===== src/rtl/lapm_pkg.sv =====
// Overview of operation
// - PID compensator coefficients reconfigurable by host
// - Tune after ramp-up, apply new coefficients
// - Tuning run completes in 50 to 200 ms
// - Four modes: off, each enable, second, minute
// - Once-only option reuses held result until repower
// - Host trigger command starts tuning run
// - Gain scales result, 10 to 100 percent
// - Working settings filled strap, factory, user order
// - Tuning on at power-up loads safe default
// - Tuned result written to working, used immediately
// - User store saves all working settings
// - Off to on loads safe default
// - On to off reloads user coefficients
// - Tuning off at power-up loads user coefficients
// - All loop settings reachable by host
package lapm_pkg;

  // ==========================================================
  // Clock and timing
  localparam int unsigned CLK_MHZ = 100;
  localparam int unsigned CYC_PER_MS = CLK_MHZ * 1000;
  localparam int unsigned TUNE_MIN_MS = 50;
  localparam int unsigned TUNE_MAX_MS = 200;
  localparam int unsigned PERIOD_SEC_MS = 1000;
  localparam int unsigned TUNE_MIN_CYC = TUNE_MIN_MS * CYC_PER_MS;
  localparam int unsigned TUNE_MAX_CYC = TUNE_MAX_MS * CYC_PER_MS;
  localparam int unsigned SEC_CYC = PERIOD_SEC_MS * CYC_PER_MS;
  localparam logic [5:0] SEC_PER_MIN = 6'h3c;

  // ==========================================================
  // Coefficient and gain layout
  localparam int unsigned COEF_W = 72;
  localparam int unsigned TAP_W = 24;
  localparam int unsigned NUM_TAPS = 3;
  localparam int unsigned GAIN_W = 7;
  localparam logic [GAIN_W-1:0] GAIN_FULL = 7'h64;
  localparam logic [GAIN_W-1:0] GAIN_MIN = 7'h0a;
  localparam logic [GAIN_W-1:0] GAIN_RST = 7'h32;
  localparam logic [COEF_W-1:0] SAFE_COEF = 72'h000400_fff800_000400;

  // ==========================================================
  // Types
  typedef enum logic [1:0] {
    MODE_OFF = 2'h0,
    MODE_EACH_ENABLE = 2'h1,
    MODE_EVERY_SEC = 2'h2,
    MODE_EVERY_MIN = 2'h3
  } lapm_mode_t;
  localparam lapm_mode_t MODE_RST = MODE_EACH_ENABLE;

  typedef enum logic [3:0] {
    INIT_STRAP = 4'h1,
    INIT_FACTORY = 4'h2,
    INIT_USER = 4'h4,
    INIT_RUN = 4'h8
  } lapm_init_t;

  typedef enum logic [2:0] {
    TUNE_IDLE = 3'h1,
    TUNE_MEAS = 3'h2,
    TUNE_APPLY = 3'h4
  } lapm_tune_t;

  // ==========================================================
  // Helpers
  function automatic logic [GAIN_W-1:0] clamp_gain(input logic [GAIN_W-1:0] g);
    if (g < GAIN_MIN) begin
      return GAIN_MIN;
    end
    if (g > GAIN_FULL) begin
      return GAIN_FULL;
    end
    return g;
  endfunction

  function automatic logic [COEF_W-1:0] scale_coef(input logic [COEF_W-1:0] c,
                                                 input logic [GAIN_W-1:0] g);
    logic signed [TAP_W+GAIN_W:0] prod;
    logic [COEF_W-1:0] r;
    r = '0;
    prod = '0;
    for (int i = 0; i < NUM_TAPS; i++) begin
      prod = $signed(c[i*TAP_W +: TAP_W]) * $signed({1'b0, g});
      prod = prod / $signed({1'b0, GAIN_FULL});
      r[i*TAP_W +: TAP_W] = prod[TAP_W-1:0];
    end
    return r;
  endfunction

  function automatic logic mode_on(input lapm_mode_t m);
    return m != MODE_OFF;
  endfunction

endpackage


===== src/rtl/lapm_tune_if.sv =====
`timescale 1ns/10ps
interface lapm_tune_if;
  import lapm_pkg::*;
  logic start;
  logic [GAIN_W-1:0] gain;
  logic busy;
  logic done;
  logic ok;
  logic [COEF_W-1:0] result;
  modport ctrl (output start, output gain, input busy, input done, input ok, input result);
  modport eng (input start, input gain, output busy, output done, output ok, output result);
endinterface


===== src/rtl/lapm_timer.sv =====
`timescale 1ns/10ps
module lapm_timer
  import lapm_pkg::*;
#(
  parameter int unsigned SEC_CYCLES = SEC_CYC
) (
  // Clock and reset
  input wire logic ref_clk,
  input wire logic srst,
  // Control
  input wire logic run,
  input wire logic per_min,
  // Event
  output logic tick
);
  localparam int unsigned SW = $clog2(SEC_CYCLES + 1);
  localparam logic [SW-1:0] SEC_LAST = SW'(SEC_CYCLES - 1);

  logic [SW-1:0] sec_reg, sec_next;
  logic [5:0] min_reg, min_next;
  logic tick_reg, tick_next;

  // ==========================================================
  // Periodic boundary counter
  always_comb begin
    sec_next = sec_reg;
    min_next = min_reg;
    tick_next = 1'b0;
    if (!run) begin
      sec_next = '0;
      min_next = '0;
    end else if (sec_reg == SEC_LAST) begin
      sec_next = '0;
      if (!per_min || min_reg == SEC_PER_MIN - 6'h01) begin
        min_next = '0;
        tick_next = 1'b1;
      end else begin
        min_next = min_reg + 6'h01;
      end
    end else begin
      sec_next = sec_reg + SW'(1);
    end
  end

  always_ff @(posedge ref_clk) begin
    if (srst) begin
      sec_reg <= '0;
      min_reg <= '0;
      tick_reg <= 1'b0;
    end else begin
      sec_reg <= sec_next;
      min_reg <= min_next;
      tick_reg <= tick_next;
    end
  end

  assign tick = tick_reg;
endmodule


===== src/rtl/lapm_tuner.sv =====
`timescale 1ns/10ps
module lapm_tuner
  import lapm_pkg::*;
#(
  parameter int unsigned MIN_CYCLES = TUNE_MIN_CYC,
  parameter int unsigned MAX_CYCLES = TUNE_MAX_CYC
) (
  // Clock and reset
  input wire logic ref_clk,
  input wire logic srst,
  // Power-train measurement
  input wire logic meas_valid,
  input wire logic [COEF_W-1:0] meas_coef,
  // Controller side
  lapm_tune_if.eng tif
);
  localparam int unsigned CW = $clog2(MAX_CYCLES + 1);
  localparam logic [CW-1:0] CNT_MIN = CW'(MIN_CYCLES - 1);
  localparam logic [CW-1:0] CNT_MAX = CW'(MAX_CYCLES - 1);

  lapm_tune_t st_reg, st_next;
  logic [CW-1:0] cnt_reg, cnt_next;
  logic have_reg, have_next;
  logic ok_reg, ok_next;
  logic [GAIN_W-1:0] gain_reg, gain_next;
  logic [COEF_W-1:0] cap_reg, cap_next;
  logic [COEF_W-1:0] res_reg, res_next;

  // ==========================================================
  // Tuning run sequencer
  always_comb begin
    st_next = st_reg;
    cnt_next = cnt_reg;
    have_next = have_reg;
    ok_next = ok_reg;
    gain_next = gain_reg;
    cap_next = cap_reg;
    res_next = res_reg;
    unique case (st_reg)
      TUNE_IDLE: begin
        if (tif.start) begin
          st_next = TUNE_MEAS;
          cnt_next = '0;
          have_next = 1'b0;
          gain_next = clamp_gain(tif.gain);
        end
      end
      TUNE_MEAS: begin
        cnt_next = cnt_reg + CW'(1);
        if (meas_valid && !have_reg) begin
          have_next = 1'b1;
          cap_next = meas_coef;
        end
        if ((have_reg || meas_valid) && cnt_reg >= CNT_MIN) begin
          st_next = TUNE_APPLY;
          ok_next = 1'b1;
          res_next = scale_coef(have_reg ? cap_reg : meas_coef, gain_reg);
        end else if (cnt_reg >= CNT_MAX) begin
          st_next = TUNE_APPLY;
          ok_next = 1'b0;
        end
      end
      TUNE_APPLY: begin
        st_next = TUNE_IDLE;
      end
    endcase
  end

  always_ff @(posedge ref_clk) begin
    if (srst) begin
      st_reg <= TUNE_IDLE;
      cnt_reg <= '0;
      have_reg <= 1'b0;
      ok_reg <= 1'b0;
      gain_reg <= GAIN_RST;
      cap_reg <= '0;
      res_reg <= '0;
    end else begin
      st_reg <= st_next;
      cnt_reg <= cnt_next;
      have_reg <= have_next;
      ok_reg <= ok_next;
      gain_reg <= gain_next;
      cap_reg <= cap_next;
      res_reg <= res_next;
    end
  end

  assign tif.busy = st_reg != TUNE_IDLE;
  assign tif.done = st_reg == TUNE_APPLY;
  assign tif.ok = ok_reg;
  assign tif.result = res_reg;
endmodule


===== src/rtl/lapm_top.sv =====
`timescale 1ns/10ps
module lapm_top
  import lapm_pkg::*;
#(
  parameter int unsigned SEC_CYCLES = SEC_CYC,
  parameter int unsigned TUNE_MIN_CYCLES = TUNE_MIN_CYC,
  parameter int unsigned TUNE_MAX_CYCLES = TUNE_MAX_CYC
) (
  // Clock and reset
  input wire logic ref_clk,
  input wire logic srst,
  // Host commands
  input wire logic host_coef_wr,
  input wire logic [COEF_W-1:0] host_coef_data,
  input wire logic host_mode_wr,
  input wire lapm_mode_t host_mode,
  input wire logic host_once_wr,
  input wire logic host_once,
  input wire logic host_gain_wr,
  input wire logic [GAIN_W-1:0] host_gain,
  input wire logic host_tune_trig,
  input wire logic host_store_user,
  // Pin strap
  input wire logic strap_tune_off,
  // Factory store contents
  input wire logic factory_valid,
  input wire lapm_mode_t factory_mode,
  input wire logic [GAIN_W-1:0] factory_gain,
  input wire logic [COEF_W-1:0] factory_coef,
  // User store contents
  input wire logic user_valid,
  input wire lapm_mode_t user_mode,
  input wire logic user_once,
  input wire logic [GAIN_W-1:0] user_gain,
  input wire logic [COEF_W-1:0] user_coef,
  // Power train
  input wire logic output_en,
  input wire logic ramp_done,
  input wire logic meas_valid,
  input wire logic [COEF_W-1:0] meas_coef,
  // Working settings
  output logic [COEF_W-1:0] coef_out,
  output lapm_mode_t mode_out,
  output logic once_out,
  output logic [GAIN_W-1:0] gain_out,
  // Status
  output logic init_done,
  output logic tune_busy,
  output logic tune_done,
  // User store write
  output logic store_stb,
  output lapm_mode_t store_mode,
  output logic store_once,
  output logic [GAIN_W-1:0] store_gain,
  output logic [COEF_W-1:0] store_coef
);

  lapm_tune_if tif ();

  // ==========================================================
  // Strap synchroniser and edge detect
  logic strap_s1_reg, strap_s2_reg;
  logic ramp_q_reg, oe_q_reg;
  logic ramp_rise, oe_rise, tick;

  // Strap stages run through reset so the pin is settled at release
  always_ff @(posedge ref_clk) begin
    strap_s1_reg <= strap_tune_off;
    strap_s2_reg <= strap_s1_reg;
  end

  always_ff @(posedge ref_clk) begin
    if (srst) begin
      ramp_q_reg <= 1'b0;
      oe_q_reg <= 1'b0;
    end else begin
      ramp_q_reg <= ramp_done;
      oe_q_reg <= output_en;
    end
  end

  assign ramp_rise = ramp_done && !ramp_q_reg;
  assign oe_rise = output_en && !oe_q_reg;

  // ==========================================================
  // Working settings state
  lapm_init_t st_reg, st_next;
  logic init_reg, init_next;
  lapm_mode_t mode_reg, mode_next;
  lapm_mode_t act_reg, act_next;
  logic once_reg, once_next;
  logic [GAIN_W-1:0] gain_reg, gain_next;
  logic [COEF_W-1:0] coef_reg, coef_next;
  logic [COEF_W-1:0] ucoef_reg, ucoef_next;
  logic [COEF_W-1:0] held_reg, held_next;
  logic held_ok_reg, held_ok_next;
  logic en_prev_reg, en_prev_next;
  logic busy_reg, done_reg;
  logic stb_reg, stb_next;
  lapm_mode_t smode_reg, smode_next;
  logic sonce_reg, sonce_next;
  logic [GAIN_W-1:0] sgain_reg, sgain_next;
  logic [COEF_W-1:0] scoef_reg, scoef_next;
  logic running, periodic, reuse, start_req;
  lapm_mode_t fin_mode;

  assign running = st_reg == INIT_RUN;
  assign periodic = act_reg == MODE_EVERY_SEC || act_reg == MODE_EVERY_MIN;
  assign reuse = once_reg && held_ok_reg;
  assign start_req = host_tune_trig || tick ||
                     (ramp_rise && act_reg == MODE_EACH_ENABLE && !reuse);
  assign tif.start = running && start_req && !tif.busy;
  assign tif.gain = gain_reg;
  assign fin_mode = user_valid ? user_mode : mode_reg;

  lapm_timer #(
    .SEC_CYCLES(SEC_CYCLES)
  ) u_timer (
    .ref_clk(ref_clk),
    .srst(srst),
    .run(running && output_en && periodic),
    .per_min(act_reg == MODE_EVERY_MIN),
    .tick(tick)
  );

  lapm_tuner #(
    .MIN_CYCLES(TUNE_MIN_CYCLES),
    .MAX_CYCLES(TUNE_MAX_CYCLES)
  ) u_tuner (
    .ref_clk(ref_clk),
    .srst(srst),
    .meas_valid(meas_valid),
    .meas_coef(meas_coef),
    .tif(tif)
  );

  // ==========================================================
  // Load sequence and coefficient management
  always_comb begin
    st_next = st_reg;
    init_next = init_reg;
    mode_next = mode_reg;
    act_next = act_reg;
    once_next = once_reg;
    gain_next = gain_reg;
    coef_next = coef_reg;
    ucoef_next = ucoef_reg;
    held_next = held_reg;
    held_ok_next = held_ok_reg;
    en_prev_next = en_prev_reg;
    stb_next = 1'b0;
    smode_next = smode_reg;
    sonce_next = sonce_reg;
    sgain_next = sgain_reg;
    scoef_next = scoef_reg;
    unique case (st_reg)
      INIT_STRAP: begin
        mode_next = strap_s2_reg ? MODE_OFF : MODE_RST;
        gain_next = GAIN_RST;
        once_next = 1'b0;
        coef_next = SAFE_COEF;
        st_next = INIT_FACTORY;
      end
      INIT_FACTORY: begin
        if (factory_valid) begin
          mode_next = factory_mode;
          gain_next = clamp_gain(factory_gain);
          ucoef_next = factory_coef;
        end
        st_next = INIT_USER;
      end
      INIT_USER: begin
        if (user_valid) begin
          mode_next = user_mode;
          once_next = user_once;
          gain_next = clamp_gain(user_gain);
          ucoef_next = user_coef;
        end
        if (mode_on(fin_mode)) begin
          coef_next = SAFE_COEF;
        end else begin
          coef_next = user_valid ? user_coef : ucoef_reg;
        end
        act_next = fin_mode;
        en_prev_next = mode_on(fin_mode);
        // Status pin taken from its own flip-flop
        init_next = 1'b1;
        st_next = INIT_RUN;
      end
      INIT_RUN: begin
        if (host_mode_wr) begin
          mode_next = host_mode;
        end
        if (host_once_wr) begin
          once_next = host_once;
        end
        if (host_gain_wr) begin
          gain_next = clamp_gain(host_gain);
        end
        if (host_coef_wr) begin
          coef_next = host_coef_data;
        end
        if (oe_rise || tick) begin
          act_next = mode_reg;
        end
        en_prev_next = mode_on(mode_reg);
        if (mode_on(mode_reg) && !en_prev_reg) begin
          coef_next = SAFE_COEF;
        end
        if (!mode_on(mode_reg) && en_prev_reg) begin
          coef_next = ucoef_reg;
        end
        if (ramp_rise && act_reg == MODE_EACH_ENABLE && reuse) begin
          coef_next = held_reg;
        end
        if (tif.done && tif.ok) begin
          coef_next = tif.result;
          held_next = tif.result;
          held_ok_next = 1'b1;
        end
        if (host_store_user) begin
          stb_next = 1'b1;
          smode_next = mode_reg;
          sonce_next = once_reg;
          sgain_next = gain_reg;
          scoef_next = coef_reg;
          ucoef_next = coef_reg;
        end
      end
    endcase
  end

  always_ff @(posedge ref_clk) begin
    if (srst) begin
      st_reg <= INIT_STRAP;
      init_reg <= 1'b0;
      mode_reg <= MODE_RST;
      act_reg <= MODE_OFF;
      once_reg <= 1'b0;
      gain_reg <= GAIN_RST;
      coef_reg <= SAFE_COEF;
      ucoef_reg <= SAFE_COEF;
      held_reg <= SAFE_COEF;
      held_ok_reg <= 1'b0;
      en_prev_reg <= 1'b0;
      busy_reg <= 1'b0;
      done_reg <= 1'b0;
      stb_reg <= 1'b0;
      smode_reg <= MODE_RST;
      sonce_reg <= 1'b0;
      sgain_reg <= GAIN_RST;
      scoef_reg <= SAFE_COEF;
    end else begin
      st_reg <= st_next;
      init_reg <= init_next;
      mode_reg <= mode_next;
      act_reg <= act_next;
      once_reg <= once_next;
      gain_reg <= gain_next;
      coef_reg <= coef_next;
      ucoef_reg <= ucoef_next;
      held_reg <= held_next;
      held_ok_reg <= held_ok_next;
      en_prev_reg <= en_prev_next;
      busy_reg <= tif.busy;
      done_reg <= tif.done && tif.ok;
      stb_reg <= stb_next;
      smode_reg <= smode_next;
      sonce_reg <= sonce_next;
      sgain_reg <= sgain_next;
      scoef_reg <= scoef_next;
    end
  end

  // ==========================================================
  // Outputs
  assign coef_out = coef_reg;
  assign mode_out = mode_reg;
  assign once_out = once_reg;
  assign gain_out = gain_reg;
  assign init_done = init_reg;
  assign tune_busy = busy_reg;
  assign tune_done = done_reg;
  assign store_stb = stb_reg;
  assign store_mode = smode_reg;
  assign store_once = sonce_reg;
  assign store_gain = sgain_reg;
  assign store_coef = scoef_reg;

endmodule


===== config.mk =====
export PLATFORM = sky130hd
export DESIGN_NAME = lapm_top
export DESIGN_NICKNAME = d
export VERILOG_FILES = /design/src/rtl/lapm_pkg.sv /design/src/rtl/lapm_tune_if.sv /design/src/rtl/lapm_timer.sv /design/src/rtl/lapm_tuner.sv /design/src/rtl/lapm_top.sv
export SDC_FILE = /design/constraint.sdc
export NUM_CORES = 2
export LEC_CHECK = 0
export ABC_AREA = 1
export BUFFER_PORTS_ARGS = -buffer_cell sky130_fd_sc_hd__buf_4
export CORE_MARGIN = 3
export CORE_UTILIZATION = 63
export DETAILED_ROUTE_END_ITERATION = 10
export PLACE_DENSITY = 0.83
export SLEW_MARGIN = 30
export SYNTH_ARGS = -nofsm -noshare
export SYNTH_HDL_FRONTEND = slang
export SYNTH_SLANG_ARGS = --single-unit

===== constraint.sdc =====
create_clock -name ref_clk -period 38 [get_ports ref_clk]
set_input_delay 3.8 -clock ref_clk [delete_from_list [all_inputs] [get_ports ref_clk]]
set_output_delay 3.8 -clock ref_clk [all_outputs]
set_load 0.01 [all_outputs]

# After elaboration in Yosys (flattened, before gate mapping)
# Cells that the tools add are included.
dict set report word_totals {
  ramBits 0
  register_bits 539
  elab_cells 220
  latch_bits 0
  input_bits 331
  out_inout_bits 168
  rom_bits 0
  memories 0
}
dict set report classes {
  add_sub_neg 3
  shift 0
  n_div 3
  n_mul 3
  muxes 86
  reduce_logical 56
  bitwise_logic 3
  n_eq_ne 24
  magnitude_cmp 10
}
# operator n
set op_table {}
lappend op_table {{$mux 72} 10}
lappend op_table {{$pmux 72 s3} 2}
lappend op_table {{$mux 7} 19}
lappend op_table {{$div 32x8->32 const B} 3}
lappend op_table {{$mul 24x8->32} 3}
lappend op_table {{$pmux 25 s2} 1}
lappend op_table {{$mux 1} 37}
lappend op_table {{$gt 7x7->1 const B} 4}
lappend op_table {{$lt 7x4->1 const B} 4}
lappend op_table {{$pmux 7 s4} 1}
lappend op_table {{$add 27x1->27 const B} 1}
lappend op_table {{$eq 27x27->1 const B} 1}
lappend op_table {{$add 25x1->25 const B} 1}
lappend op_table {{$ge 25x23->1 const B} 1}
lappend op_table {{$ge 25x25->1 const B} 1}
lappend op_table {{$mux 25} 1}
lappend op_table {{$reduce_and 2->1} 11}
lappend op_table {{$logic_and 1x1->1} 15}
lappend op_table {{$ne 2x2->1 const B} 7}
lappend op_table {{$pmux 4 s3} 1}
lappend op_table {{$reduce_and 3->1} 4}
lappend op_table {{$reduce_bool 2->1} 5}
lappend op_table {{$mux 3} 3}
lappend op_table {{$pmux 3 s3} 1}
lappend op_table {{other kinds (26)} 51}

# Depth between registers and ports, before layout
dict set report depth {
  depth_word 14
  ltp_mapped 184
  mapped_depth_nobuf 179
}

# By module
# Synthesis repeated with hierarchy kept, for this count alone.
dict set report hier_totals {
  cells_unflattened 10407
  area_unflattened_um2 64210.3
}
# module seq_area_each_um2 area_each_um2 n_inst cells_each
set modules_own_cells {}
lappend modules_own_cells {lapm_tuner 3623.5 44338.8 1 7150}
lappend modules_own_cells {lapm_top 6486.2 17968.5 1 2965}
lappend modules_own_cells {lapm_timer 680.7 1903.1 1 292}

# Worst setup path before layout
# Ideal clock, no wire load.
dict set report synth_path {
  kind {in2reg}
  start {in meas_coef[47]}
  end {reg u_tuner.res_reg[46] (netlist: u_tuner.tif.result[46])}
  setup_ns 0.114
  setup_slack_ns 17.175
  t_required_ns 37.886
  stages 145
  path_buffers 3
  t_arrival_ns 20.711
  cell_sequence {o21ai_0 > nor2_1 > fa_1 > fa_1 > inv_1 > fa_1 > inv_1 > fa_1 > ha_1 > nand2_1 > nor3_1 > nand2_1 > nand3b_1 > nand3_2 > nand2_4 > inv_8 > nand3_1 > nor2_4 > [109 not listed] > nand2_2 > nand2_4 > nand2_1 > nand2_1 > a21oi_2 > buf_6 > ha_1 > nand2_2 > nor3_2 > nand2_2 > nor2_2 > nand3_2 > nor2_2 > nand2_2 > o21ai_2 > xnor2_1 > o21bai_1 > inv_1}
}
dict set report synth_via {
  elab_chain_len 3
}
# item line_no
set synth_lines {}
lappend synth_lines {{from (decl)} lapm_top.sv:40} ;# input wire logic [COEF_W-1:0] meas_coef,
lappend synth_lines {{$mux 72} lapm_tuner.sv:57} ;# res_next = scale_coef(have_reg ? cap_reg : meas_coef, gain_reg);
lappend synth_lines {{$mul 24x8->32} lapm_pkg.sv:84} ;# prod = $signed(c[i*TAP_W +: TAP_W]) * $signed({1'b0, g});
lappend synth_lines {{$div 32x8->32} lapm_pkg.sv:85} ;# prod = prod / $signed({1'b0, GAIN_FULL});
lappend synth_lines {{to (signal assigned)} lapm_tuner.sv:85} ;# res_reg <= res_next;
lappend synth_lines {{to (decl)} lapm_tuner.sv:27} ;# logic [COEF_W-1:0] res_reg, res_next;
# No other way between the ends.
# A chain may end at the register's enable or synchronous reset.

# Worst setup path in the final report
dict set report layout_path {
  start {in meas_coef[4]}
  end {reg u_tuner.res_reg[22] (netlist: u_tuner.tif.result[22])}
}
# Same word-level chain as after synthesis.

==> reports/results.txt <==
The die covers 102000 um^2. The tools report the remaining antenna violation count as 0. Sorting the synthesized cells by area gives the leading types as sky130_fd_sc_hd__dfxtp_1 17%, sky130_fd_sc_hd__fa_1 12%, sky130_fd_sc_hd__nand2_1 12%. The HPWL reported at the end of detailed placement is 155 mm. The root buffer cell chosen for the clock tree is sky130_fd_sc_hd__clkbuf_16. The flow ran to the end, and the final reports show no timing, DRC or antenna violations. The leftover overflow at the end of global routing was 0; the number of cells traversed by the worst hold path was 0.

In this design, the stage delay of the slowest critical-path cell is 0.69 ns. Once the clock tree was built, the resizer swapped 0 gates to a different size. The clock arrives with 0.0529 ns of skew. The violation count after the first detailed-routing iteration is 7245, and the aggregate routed wire length is 203 mm. Counting flops with an async set or reset pin after synthesis yields a share of 0%. The largest fanout on the critical path is 50. Across every metal layer, demand over resource in global routing totals 38.3%. The largest net degree at the start of global routing was 150.

TritonCTS built the clock tree. The first detailed-routing pass took 9 iterations. A synthesized cell averages 6.52 um^2. The start point of the worst hold path was strap_s1_reg. The tools report the H-tree depth as 2.

For the total count of max-transition violations in the final report, the log shows 0. The multi-input combinational cells in the finished layout cover a total of 44200 um^2. The post-route netlist has 16.3% of its cells at a drive strength greater than 1. For this run, the register share of the synthesized area comes to 17.4%. The cell area that synthesis handed to floorplanning was 62100 um^2. The most used flip-flop cell after synthesis is sky130_fd_sc_hd__dfxtp_1. The clock net in this run drives a total of 539 sinks. On the critical path, the stage with the largest delay is an instance of sky130_fd_sc_hd__mux2i_1.

Summing all flip-flop and latch instances after layout gives 10800 um^2. The ratio of routed vias to standard cells was 5.87; the average detailed-routed wire length per instance was 18.2 um. The floorplan has 114 rows. Buffers inserted during clock tree synthesis total 59. The netlist uses 85 different library cells. Total of buffers placed on input and output ports: 498.

After clock tree synthesis, the setup repair step added 0 buffers. The worst pin sits at a relative slew slack of 28.6%. The cell seen most often among critical-path stages was sky130_fd_sc_hd__nand2_1. The number of cells traversed by the worst register-to-register path works out to 150. The final number of hold-violating endpoints is 0. The total of flip-flops plus latches after synthesis was 539; the setup slack on the worst flop-to-flop path was 14.71 ns.

The endpoint of the worst hold-timing path was strap_s2_reg. The hold-fix buffer count after cts came out at 0. The number of nets in the synthesized netlist is 10400. The final critical path takes up 65.3% of the cycle.

The die is 320 um tall. The worst setup path is of the input pin to flop kind. Across the run, the number of max-cap violations was 0. The element type at the critical path end was a flop. At the pin with the least slew margin, the transition time is 1.04 ns. The congestion estimate from routability-driven global placement came to 1.04. In this run the standard cell core region covers 97300 um^2. The first global-routing pass estimated 322 mm of wire.

The die width was 320 um. The Yosys step of the flow raised 0 warnings. Setup violations remaining at the end of the flow were counted as 0. For the worst setup path, the data required time is 38.60 ns. Cell taking the most area after synthesis: sky130_fd_sc_hd__dfxtp_1. Class of the worst hold path: flop to flop. Via count of the first global-routing pass: 61600. In this run the deepest clock path goes through 3 buffers. The synthesized design contains 0 enable-type register cells.

Summed over all failing endpoints, the final setup total negative slack is 0 ns. The logs give 0.0403 GHz for the highest clock frequency the design can meet and 499 for the count of pins on the block boundary. Clock-pin slew was measured on the worst setup and hold paths at 0.07 ns. STA classifies the critical path startpoint as an input pin.

The net count of the finished layout was 10700. The signed area change from the synthesized netlist to the final layout was 10.2%. The effective utilization at floorplan came out at 63.8%.

The number of antenna violations at the first check in global routing came out at 27. The time the worst path needs with I/O delays and setup was 24.82 ns; the proportion of netlist area held by the largest area contributor was 17.4%. The worst register-to-register path begins at u_tuner.have_reg. After filler insertion, the fill cell instance count of the layout stands at 8556. The tools report the insertion delay to the later sink of the worst-skew pair as 0.71 ns.

Setup repair after global routing left no endpoint under its margin. For this block, the via count after detailed routing is 65400. Counting every instance in the synthesized netlist gives 9525. The DRC violations left was 0; the data arrival at the endpoint of the critical path was 25.42 ns.

In this run the critical register-to-register path is captured at u_tuner.tif.result[22].
[layer usage]
| metal | track usage [%] | up-vias | wire [um] |
|---|---|---|---|
| li1 | - | 31100 | - |
| met1 | 47.3 | 30400 | 78300 |
| met2 | 62.5 | 3276 | 91100 |
| met3 | 7.64 | 694 | 20200 |
| met4 | 21.8 | 4 | 13100 |
| met5 | 0 | - | 24 |
[worst max path at each step]
stage	from	end	slack, ns	cells past startpoint
after global routing	meas_coef[4]	u_tuner.tif.result[22]	11.05	152
after CTS	meas_coef[4]	u_tuner.tif.result[22]	13.41	154
after detailed placement	meas_coef[4]	u_tuner.tif.result[22]	12.70	154
after global placement	meas_coef[4]	u_tuner.tif.result[22]	13.04	152
final	meas_coef[4]	u_tuner.tif.result[22]	13.18	150
after floorplan	meas_coef[47]	u_tuner.tif.result[46]	17.18	145
[area by class of cell]
type	instances	share of cell area, %
Inverter	1473	8.16
Timing Repair Buffer	538	5.97
Sequential cell	539	15.8
Tap cell	1276	2.33
Clock buffer	81	2.45
Antenna cell	24	0.0878
Clock inverter	29	0.624
Multi-Input combinational cell	7186	64.6
[cell usage in the layout (no fill, tap or decap), drive strengths merged, types with 9 or more instances in the layout]
| cell type | netlist | final |
|---|---|---|
| a211oi | 10 | 10 |
| a21oi | 518 | 518 |
| a221oi | 13 | 13 |
| a22oi | 58 | 58 |
| a31oi | 19 | 19 |
| buf | 45 | 538 |
| clkbuf | 281 | 81 |
| clkinv | 27 | 49 |
| dfxtp | 539 | 539 |
| diode | 0 | 24 |
| fa | 378 | 378 |
| ha | 206 | 206 |
| inv | 1446 | 1443 |
| mux2i | 55 | 55 |
| nand2 | 2408 | 2408 |
| nand3 | 747 | 747 |
| nand3b | 22 | 22 |
| nand4 | 204 | 204 |
| nor2 | 1175 | 1175 |
| nor3 | 73 | 73 |
| nor3b | 10 | 10 |
| nor4 | 9 | 9 |
| o211ai | 97 | 97 |
| o21a | 32 | 32 |
| o21ai | 753 | 753 |
| o21bai | 28 | 28 |
| o221ai | 15 | 15 |
| o22ai | 23 | 23 |
| o31ai | 11 | 11 |
| or2 | 94 | 94 |
| xnor2 | 40 | 40 |
| xor2 | 148 | 148 |
[per-stage QoR]
step / setup WS (ns) / cells / utilization (%) / hold slack (ns) / cell area (um^2)
3_3_place_gp: 13.04 / 11000 / 68.0 / 0.316 / 66200
5_1_grt: 11.05 / 11100 / 70.3 / 0.342 / 68400
3_5_place_dp: 12.70 / 11000 / 68.0 / 0.327 / 66200
2_1_floorplan: 17.18 / 9525 / - / 0.310 / 62100
6_report: 13.18 / 11100 / 70.3 / 0.349 / 68400
4_1_cts: 13.41 / 11100 / 70.2 / 0.342 / 68300
[critical path, delay by kind of cell]
family,cells,cell delay [ns]
simple gates,124,14.98
fa+ha+maj,6,2.65
compound gates,8,1.61
buf+inv,9,1.15
mux,1,0.69
xor+xnor,2,0.46
[cell families after synthesis]
| kind of cell | synth area share (%) |
|---|---|
| AOI/OAI and AO/OA | 14.6 |
| xor gates and xnor gates | 2.70 |
| adders and majority gates | 16.3 |
| buffers and inverters | 11.6 |
| DFF | 17.4 |
| muxes | 0.893 |
| and+or+nand+nor | 36.5 |
[cell usage after synthesis, types with 9 or more instances]
cell and n:
sky130_fd_sc_hd__o21ai_0 686, sky130_fd_sc_hd__inv_2 109, sky130_fd_sc_hd__a21oi_2 13, sky130_fd_sc_hd__o21ai_1 56
sky130_fd_sc_hd__nor4_1 9, sky130_fd_sc_hd__fa_1 378, sky130_fd_sc_hd__nand4_2 20, sky130_fd_sc_hd__nand3b_1 22
sky130_fd_sc_hd__o21ai_2 10, sky130_fd_sc_hd__clkbuf_8 16, sky130_fd_sc_hd__nand4_1 179, sky130_fd_sc_hd__nand3_1 660
sky130_fd_sc_hd__nand2_4 98, sky130_fd_sc_hd__a31oi_1 19, sky130_fd_sc_hd__nand2_2 354, sky130_fd_sc_hd__a221oi_1 13
sky130_fd_sc_hd__o22ai_1 23, sky130_fd_sc_hd__a211oi_1 10, sky130_fd_sc_hd__nor2_4 26, sky130_fd_sc_hd__nor3b_1 9
sky130_fd_sc_hd__buf_1 9, sky130_fd_sc_hd__o21bai_1 27, sky130_fd_sc_hd__o31ai_1 11, sky130_fd_sc_hd__clkinv_1 22
sky130_fd_sc_hd__buf_6 19, sky130_fd_sc_hd__ha_1 206, sky130_fd_sc_hd__nor2_1 1066, sky130_fd_sc_hd__xnor2_1 40
sky130_fd_sc_hd__xor2_1 144, sky130_fd_sc_hd__nor2_2 80, sky130_fd_sc_hd__clkbuf_1 264, sky130_fd_sc_hd__nand3_2 78
sky130_fd_sc_hd__or2_2 93, sky130_fd_sc_hd__o211ai_1 96, sky130_fd_sc_hd__o21a_1 31, sky130_fd_sc_hd__o221ai_1 15
sky130_fd_sc_hd__a22oi_1 58, sky130_fd_sc_hd__a21oi_1 500, sky130_fd_sc_hd__nand2_1 1953, sky130_fd_sc_hd__inv_1 1328
sky130_fd_sc_hd__nand3_4 9, sky130_fd_sc_hd__mux2i_1 54, sky130_fd_sc_hd__dfxtp_1 539, sky130_fd_sc_hd__nor3_1 65
Power is left out: the tool's default activity adds up to more than one toggle a clock period on the data nets, which glitch-free logic cannot reach.
